**src/verilog/wp_gate_pkg.sv**
```systemverilog
// Constants for the register write-protect gate
package wp_gate_pkg;
  localparam int ADDR_W = 8;
  localparam int DATA_W = 8;
  localparam logic [7:0] WP_CTRL_ADDR = 8'h14;
  localparam logic [7:0] WP_CTRL_RESET = 8'h01;
  localparam int WP_EN_BIT = 0;
  localparam int RSVD_LO = 1;
  localparam int RSVD_HI = 3;
  localparam logic [3:0] BLANK_READ = 4'h0;
  localparam logic [2:0] RSVD_RESET = 3'h0;
  localparam logic WP_EN_RESET = 1'b1;
endpackage

```
**src/verilog/wp_gate.sv**
```systemverilog
// Write-protect gate for the serial register interface
// Function
// RULE1: While protection is 1, register writes are dropped, contents unchanged.
// RULE2: While protection is 0, each register write commits its data byte.
// RULE3: STOP and reset both return protection to 1.
// RULE4: Bits 7..4 have no storage; host writes zeros, reads mean nothing.
// RULE5: Bits 3..1 reserved, reset 0, read/write with no effect.
// RULE6: Writes to the control register itself always commit; a same-cycle STOP still forces the enable bit to 1.
`timescale 1ns/1ps
module wp_gate (
  input wire logic CLK,
  input wire logic RST_B,
  input wire logic CE,
  input wire logic WR_STB,
  input wire logic [7:0] WR_ADDR,
  input wire logic [7:0] WR_DATA,
  input wire logic RD_STB,
  input wire logic [7:0] RD_ADDR,
  input wire logic STOP_DET,
  output logic REG_WR_STB,
  output logic [7:0] REG_WR_ADDR,
  output logic [7:0] REG_WR_DATA,
  output logic [7:0] RD_DATA,
  output logic RD_HIT,
  output logic WP_EN
);

  logic wp_en_q;
  logic [2:0] rsvd_q;
  logic ctrl_hit;
  logic pass;
  logic ctrl_wr;
  logic rd_ctrl;
  logic [7:0] rd_word;

  ////////////////////////////////////////////////////////////////////////
  // Decode and gating
  assign ctrl_hit = (WR_ADDR == wp_gate_pkg::WP_CTRL_ADDR);
  // Own register bypasses the gate so host can unlock mid-transaction
  assign pass = WR_STB && !ctrl_hit && !wp_en_q; // RULE1 RULE2
  assign WP_EN = wp_en_q;

  // Control write decode used by the checks; control read decode shared by logic and checks
  assign ctrl_wr = WR_STB && ctrl_hit; // RULE6
  assign rd_ctrl = RD_STB && (RD_ADDR == wp_gate_pkg::WP_CTRL_ADDR);
  // Blank bits have no flops; they read back as a fixed pattern
  assign rd_word = {wp_gate_pkg::BLANK_READ, rsvd_q, wp_en_q}; // RULE4

  ////////////////////////////////////////////////////////////////////////
  // Protection bit; STOP wins over a same-cycle write so it always re-arms
  always_ff @(posedge CLK) begin
    if (!RST_B) begin
      wp_en_q <= wp_gate_pkg::WP_EN_RESET; // RULE3
    end else if (CE) begin
      if (STOP_DET) begin
        wp_en_q <= wp_gate_pkg::WP_EN_RESET; // RULE3
      end else if (WR_STB && ctrl_hit) begin
        wp_en_q <= WR_DATA[wp_gate_pkg::WP_EN_BIT]; // RULE6
      end
    end
  end

  // Reserved storage, no functional effect
  always_ff @(posedge CLK) begin
    if (!RST_B) begin
      rsvd_q <= wp_gate_pkg::RSVD_RESET; // RULE5
    end else if (CE && WR_STB && ctrl_hit) begin
      rsvd_q <= WR_DATA[wp_gate_pkg::RSVD_HI:wp_gate_pkg::RSVD_LO]; // RULE5
    end
  end

  ////////////////////////////////////////////////////////////////////////
  // Forwarded write to the downstream register file, registered
  always_ff @(posedge CLK) begin
    if (!RST_B) begin
      REG_WR_STB <= 1'b0;
      REG_WR_ADDR <= '0;
      REG_WR_DATA <= '0;
    end else if (CE) begin
      REG_WR_STB <= pass; // RULE1 RULE2
      if (pass) begin
        REG_WR_ADDR <= WR_ADDR;
        REG_WR_DATA <= WR_DATA;
      end
    end
  end

  // Readback of the control register; blank bits read zero
  always_ff @(posedge CLK) begin
    if (!RST_B) begin
      RD_DATA <= '0;
      RD_HIT <= 1'b0;
    end else if (CE) begin
      RD_HIT <= rd_ctrl;
      if (rd_ctrl) begin
        RD_DATA <= rd_word; // RULE4
      end
    end
  end

  ////////////////////////////////////////////////////////////////////////
  // Checks
  chk_no_protected_write: assert property (@(posedge CLK) disable iff (!RST_B)
    CE && WR_STB && !ctrl_hit && wp_en_q |=> !REG_WR_STB) // RULE1
    else $error("protected write forwarded");
  chk_open_write_commit: assert property (@(posedge CLK) // RULE2
    disable iff (!RST_B)
    CE && WR_STB && !ctrl_hit && !wp_en_q |=> REG_WR_STB
      && REG_WR_DATA == $past(WR_DATA) && REG_WR_ADDR == $past(WR_ADDR))
    else $error("open write not committed");
  chk_stop_rearms: assert property (@(posedge CLK) disable iff (!RST_B)
    CE && STOP_DET |=> WP_EN) // RULE3
    else $error("stop did not rearm");
  chk_reset_armed: assert property (@(posedge CLK)
    !RST_B |=> WP_EN && rsvd_q == wp_gate_pkg::RSVD_RESET) // RULE3
    else $error("reset value wrong");
  chk_blank_zero: assert property (@(posedge CLK) disable iff (!RST_B)
    RD_HIT |-> RD_DATA[7:4] == wp_gate_pkg::BLANK_READ) // RULE4
    else $error("blank bits nonzero");
  chk_rsvd_store: assert property (@(posedge CLK) disable iff (!RST_B)
    CE && WR_STB && ctrl_hit && !STOP_DET |=> rsvd_q == $past(WR_DATA[3:1])
      && WP_EN == $past(WR_DATA[0])) // RULE5
    else $error("ctrl write lost");
  chk_ctrl_unlock: assert property (@(posedge CLK) // RULE6
    disable iff (!RST_B)
    CE && WR_STB && ctrl_hit && WP_EN && !WR_DATA[0] && !STOP_DET |=> !WP_EN)
    else $error("unlock refused");
  chk_freeze: assert property (@(posedge CLK) disable iff (!RST_B)
    !CE |=> $stable(WP_EN) && $stable(REG_WR_STB))
    else $error("state moved without enable");

  ////////////////////////////////////////////////////////////////////////
  // Further checks on control storage, readback and forwarding

  // A control write is held here and never leaks downstream
  chk_ctrl_no_fwd: assert property (@(posedge CLK) // RULE6
    disable iff (!RST_B)
    CE && ctrl_wr |=> !REG_WR_STB)
    else $error("control write forwarded");

  // Nothing reaches the register file unless the gate is open
  chk_fwd_needs_pass: assert property (@(posedge CLK) // RULE1
    disable iff (!RST_B)
    CE && !pass |=> !REG_WR_STB)
    else $error("write forwarded without pass");

  // Forwarded address and data hold while no write passes
  chk_fwd_hold: assert property (@(posedge CLK)
    disable iff (!RST_B)
    CE && !pass |=> $stable(REG_WR_ADDR) && $stable(REG_WR_DATA))
    else $error("forwarded word moved");

  // A control read returns the live stored bits next cycle
  chk_rd_hit_set: assert property (@(posedge CLK) // RULE5
    disable iff (!RST_B)
    CE && rd_ctrl |=> RD_HIT && RD_DATA[3:0] == $past({rsvd_q, wp_en_q}))
    else $error("control read wrong");

  // No hit without a control read
  chk_rd_hit_clear: assert property (@(posedge CLK)
    disable iff (!RST_B)
    CE && !rd_ctrl |=> !RD_HIT)
    else $error("spurious read hit");

  // Blank bits always read as the fixed pattern
  chk_rd_blank: assert property (@(posedge CLK) // RULE4
    disable iff (!RST_B)
    CE && rd_ctrl |=> RD_DATA[7:4] == wp_gate_pkg::BLANK_READ)
    else $error("blank bits stored");

  // Protection moves only on STOP or a control write
  chk_wp_hold: assert property (@(posedge CLK) // RULE1
    disable iff (!RST_B)
    CE && !STOP_DET && !ctrl_wr |=> $stable(WP_EN))
    else $error("protection moved unasked");

  // Reserved bits move only on a control write
  chk_rsvd_hold: assert property (@(posedge CLK) // RULE5
    disable iff (!RST_B)
    CE && !ctrl_wr |=> $stable(rsvd_q))
    else $error("reserved bits moved");

  // STOP beats an unlock in the same cycle so the gate re-arms
  chk_stop_beats_write: assert property (@(posedge CLK) // RULE3
    disable iff (!RST_B)
    CE && STOP_DET && ctrl_wr |=> WP_EN)
    else $error("stop lost to write");

  // Reserved bits still land when STOP coincides
  chk_rsvd_on_stop: assert property (@(posedge CLK) // RULE5
    disable iff (!RST_B)
    CE && STOP_DET && ctrl_wr |=> rsvd_q ==
      $past(WR_DATA[wp_gate_pkg::RSVD_HI:wp_gate_pkg::RSVD_LO]))
    else $error("reserved bits lost on stop");

  // Frozen clock enable keeps readback still
  chk_freeze_read: assert property (@(posedge CLK)
    disable iff (!RST_B)
    !CE |=> $stable(RD_HIT) && $stable(RD_DATA) && $stable(rsvd_q))
    else $error("readback moved without enable");

  // Frozen clock enable keeps the forwarded word still
  chk_freeze_fwd: assert property (@(posedge CLK)
    disable iff (!RST_B)
    !CE |=> $stable(REG_WR_ADDR) && $stable(REG_WR_DATA))
    else $error("forward moved without enable");

  // Reset leaves both strobes low
  chk_reset_quiet: assert property (@(posedge CLK) // RULE3
    !RST_B |=> !REG_WR_STB && !RD_HIT)
    else $error("strobe high after reset");

  // Host may re-lock by writing the enable bit high
  chk_relock_write: assert property (@(posedge CLK) // RULE6
    disable iff (!RST_B)
    CE && ctrl_wr && WR_DATA[wp_gate_pkg::WP_EN_BIT] |=> WP_EN)
    else $error("relock refused");

  // Every open write to another address is forwarded
  chk_open_any_addr: assert property (@(posedge CLK) // RULE2
    disable iff (!RST_B)
    CE && WR_STB && !ctrl_hit && !WP_EN |=> REG_WR_STB)
    else $error("open write dropped");

endmodule

```
**config.mk**
```make
export PLATFORM = sky130hd
export DESIGN_NAME = wp_gate
export DESIGN_NICKNAME = d
export VERILOG_FILES = /design/src/verilog/wp_gate_pkg.sv /design/src/verilog/wp_gate.sv
export SDC_FILE = /design/constraint.sdc
export NUM_CORES = 1
export LEC_CHECK = 0
export ABC_AREA = 0
export BUFFER_PORTS_ARGS = -buffer_cell sky130_fd_sc_hd__buf_2
export CAP_MARGIN = 0
export CORE_ASPECT_RATIO = 1.2
export CORE_MARGIN = 2
export CORE_UTILIZATION = 47
export DETAILED_ROUTE_END_ITERATION = 10
export GPL_ROUTABILITY_DRIVEN = 1
export PLACE_DENSITY = 0.87
export RECOVER_POWER = 25
export SYNTH_ARGS = -nofsm -noshare
export SYNTH_HDL_FRONTEND = slang
export SYNTH_SLANG_ARGS = --single-unit
```
**constraint.sdc**
```tcl
create_clock -name CLK -period 1.8 [get_ports CLK]
set_input_delay 0.18 -clock CLK [delete_from_list [all_inputs] [get_ports CLK]]
set_output_delay 0.18 -clock CLK [all_outputs]
set_load 0.005 [all_outputs]
```
==> results.txt <==
- TritonCTS clock tree: yes
- On the final layout, the worst clock skew is 0.00620 ns.
- The endpoint identified for the worst register-to-register timing path is REG_WR_DATA[6].
- GRT overflow: 0
- RSZ-0062 raised after global routing: false
- The clock net in this run drives a total of 26 sinks.
* Cells after DPL: about 200
- In this run, post-CTS hold repair placed 0 buffers.
* Endpoint class of the critical path: flip-flop
- The worst setup path is of the reg -> reg kind.
* TritonRoute pass-1 iters: 4
* Final Max Slew Viols: 0
- Across the whole layout, storage elements account for roughly 520 µm².
- In the final timing run, aggregate negative setup slack is 0 ns.
- Dividing total power by cell area gives a power density of roughly 620 nW/µm².
- In this run, synthesis inferred 0 flip-flops with an integrated enable.
* Proportion of synthesized chip area in sequential cells: about 46%
* Worst-case vdd ir drop: around 0.64 mV
- Largest cells by area after synthesis: sky130_fd_sc_hd__dfxtp_1, sky130_fd_sc_hd__mux2i_1, sky130_fd_sc_hd__nand2_1, sky130_fd_sc_hd__buf_4, sky130_fd_sc_hd__nor4b_4
* Number of buffers inserted to repair setup after CTS: 0
- The flow ran to the end, and the final reports show no timing, DRC or antenna violations.
- In this run the critical register-to-register path is launched from WP_EN.
- Measured in cells, the most critical reg-to-reg path has a length of 3.
- The first global-routing pass estimated about 4 mm of wire.
- The floorplan step defined a die boundary enclosing about 2800 µm².
- Combined area of the multi-input logic cells: between 500 and 600 µm²
- The floorplan step set the die height to 57.7 µm.
- Path category of the worst min-delay check: in -> reg
* Most common cell in the netlist: sky130_fd_sc_hd__nand2_1
* Count of routing violations after the opening detailed-route iteration: 9
* Cells after synthesis: between 100 and 150
- Most frequent cells after synthesis: sky130_fd_sc_hd__nand2_1, sky130_fd_sc_hd__dfxtp_1, sky130_fd_sc_hd__mux2i_1
- Setup slack at placement: 0.348 ns
- Gates resized, CTS repair: 0
* Maximum clock rate: between 0.7 and 0.8 GHz
* Number of standard cells in the layout, taps in and fillers out: 201
- GR Util All Layers: a little under a fifth
- Summed over its instances, the top area cell type makes up between 40% and 50% of the synthesized netlist area.
- Filler cell count in the final layout: 215
* Fin crit share: between 70 and 80%
- Of all flip-flops after synthesis, the portion carrying an async set or reset was 0%.
- Clock-pin slew was measured on the worst setup and hold paths at 0.13 ns.
- Clock latency on the worst-skew pair: 0.31 ns
* Antenna violations before repair: 0
* Critical path startpoint category: flip-flop
- The die is 48.8 µm wide.
* Average size of a mapped cell: between 9 and 10 µm²
* Post-synthesis sequential element count: 26
- Warning count from the yosys run: 0
- Syn Std Cell Area: 1130 µm²
* Number of buffers created by CTS: 3
* Power consumption: between 800 and 900 µW
- Number of nets in the finished design: 202
* Synthesis-to-layout area growth: 26.1%
* Detailed placement HPWL: just under 2 mm
- Deepest clock path buffer count: 2
- The final count of hold timing violations is 0.
- After floorplanning, the core was divided into 19 placement rows.
- I/O Pins: 57
- 0 antenna diodes ended up in the layout.
* Worst Hold Path EP: REG_WR_DATA[4]
* Distinct cell type count after synthesis: 23
* Clock root buffer master: sky130_fd_sc_hd__clkbuf_4
- Vias after detailed routing: just under 1,000
- Count of H-tree levels built during CTS: 1
- The worst hold path passes through 3 cells.
- The biggest area contributor in the post-synthesis netlist is sky130_fd_sc_hd__dfxtp_1.
- Required time at the worst-slack endpoint: 2.04 ns
* Avg WL per Cell: 11.9 µm
- For this run, the leading register cell type out of synthesis is sky130_fd_sc_hd__dfxtp_1.
- Average via count per standard cell: between 4 and 5
- Effective utilization at floorplan: between 40% and 50%
- Register-to-register setup slack: ~0.53 ns
- Max-cap violations: 0
- Critical Path Fanout Max: 7
- Total detailed-routing wirelength: roughly 2.4 mm
- In this run the standard cell core region covers 2280 µm².
* Vias in the first global route: around 960
- Entering global routing, the biggest net connects 25 pins.
- The congestion estimate from routability-driven global placement came to about 0.73.
- After detailed routing, the number of remaining DRC violations is 0.
- Port buffering added 52 buffers.
- For the worst setup path, the data arrival time is around 1.5 ns.
- Post-route antenna net violation count: 0
- Setup slack of the critical path after layout: between 0.5 and 0.6 ns
- In this run the static leakage power is 0.662 nW.
- Hold path start: WR_DATA[4]
- Final core area utilization: 62.5%
- Of the cells placed in the final design, the portion with a size suffix greater than 1 is approximately 36%.
- Setup violations remaining at the end of the flow were counted as 0.
- The clock period could shrink to approximately 1.3 ns.
-- layout make-up --
type | instances | share of cell area, %
timing repair buffer | 57 | 20.7
tap | 31 | 2.72
sequential | 26 | 36.5
clock buffer | 3 | 1.58
multi-input combinational | 84 | 38.5
-- cells in the final DEF, fill, tap and decap left out --
| cell type | n |
|---|---|
| sky130_fd_sc_hd__clkbuf_1 | 2 |
| sky130_fd_sc_hd__nor2b_1 | 1 |
| sky130_fd_sc_hd__a21oi_1 | 1 |
| sky130_fd_sc_hd__clkbuf_4 | 3 |
| sky130_fd_sc_hd__conb_1 | 4 |
| sky130_fd_sc_hd__nor4b_4 | 1 |
| sky130_fd_sc_hd__nor2_1 | 1 |
| sky130_fd_sc_hd__nand4b_1 | 1 |
| sky130_fd_sc_hd__mux2_1 | 1 |
| sky130_fd_sc_hd__a211oi_4 | 1 |
| sky130_fd_sc_hd__dfxtp_1 | 26 |
| sky130_fd_sc_hd__nor4bb_1 | 1 |
| sky130_fd_sc_hd__o21a_1 | 1 |
| sky130_fd_sc_hd__and4_1 | 1 |
| sky130_fd_sc_hd__buf_2 | 50 |
| sky130_fd_sc_hd__nand2_1 | 43 |
| sky130_fd_sc_hd__mux2i_1 | 23 |
| sky130_fd_sc_hd__a21boi_0 | 1 |
| sky130_fd_sc_hd__buf_4 | 5 |
| sky130_fd_sc_hd__nor4b_2 | 1 |
| sky130_fd_sc_hd__nor4b_1 | 1 |
| sky130_fd_sc_hd__nand2b_1 | 1 |
-- power by group --
| part | internal, mW | leakage [nW] | switching, mW |
|---|---|---|---|
| registers | 0.575 | 0.209 | 0.0000541 |
| clock network | 0.0781 | 0.0138 | 0.156 |
| logic | 0.0356 | 0.438 | 0.0412 |
-- critical path: stages (launching register included) --
cell and delay [ns]:
sky130_fd_sc_hd__dfxtp_1 0.39, sky130_fd_sc_hd__a211oi_4 0.36, sky130_fd_sc_hd__buf_4 0.25, sky130_fd_sc_hd__mux2i_1 0.20
-- state kept, by name, summed over array words and instances (netlist names) --
register and count:
RD_DATA 4, RD_HIT 1, REG_WR_ADDR 8, REG_WR_DATA 8, REG_WR_STB 1, WP_EN 1
rsvd_q 3
-- worst max path at each step --
stage / startpoint / end / slack, ns / cells past startpoint
floorplan: WR_ADDR[7] / WP_EN / 0.57 / 4
global placement: WR_ADDR[7] / WP_EN / 0.40 / 4
detailed placement: WR_ADDR[7] / WP_EN / 0.35 / 4
CTS: WP_EN / REG_WR_DATA[6] / 0.52 / 3
global route: WP_EN / REG_WR_DATA[3] / 0.41 / 3
finish: WP_EN / REG_WR_DATA[6] / 0.53 / 3
-- metal layers --
layer  track usage [%]  routed length [µm]  part of all wire, %
met5                 0                   0                    0
met4              8.57                  59                  2.5
met3              3.87                 143                  6.0
met2              32.3                1270                   53
met1              21.0                 928                   39
-- cells by family (layout without fill, tap and decap cells) --
logic type | count (synthesis) | count (layout) | synth area share, %
buf+inv | 12 | 60 | 7.52
flops | 26 | 26 | 46.0
simple gates | 52 | 52 | 22.3
compound gates | 4 | 4 | 2.43
other cells | 1 | 4 | 0.332
mux | 24 | 24 | 21.3
-- stage by stage --
stage / hold slack (ns) / instance area (µm²)
6_report: 0.0980 / 1430
5_1_grt: 0.0916 / 1430
4_1_cts: 0.102 / 1430
3_5_place_dp: 0.442 / 1410
3_3_place_gp: 0.428 / 1410
2_1_floorplan: 0.322 / 1140
(Power assumes the default switching activity.)
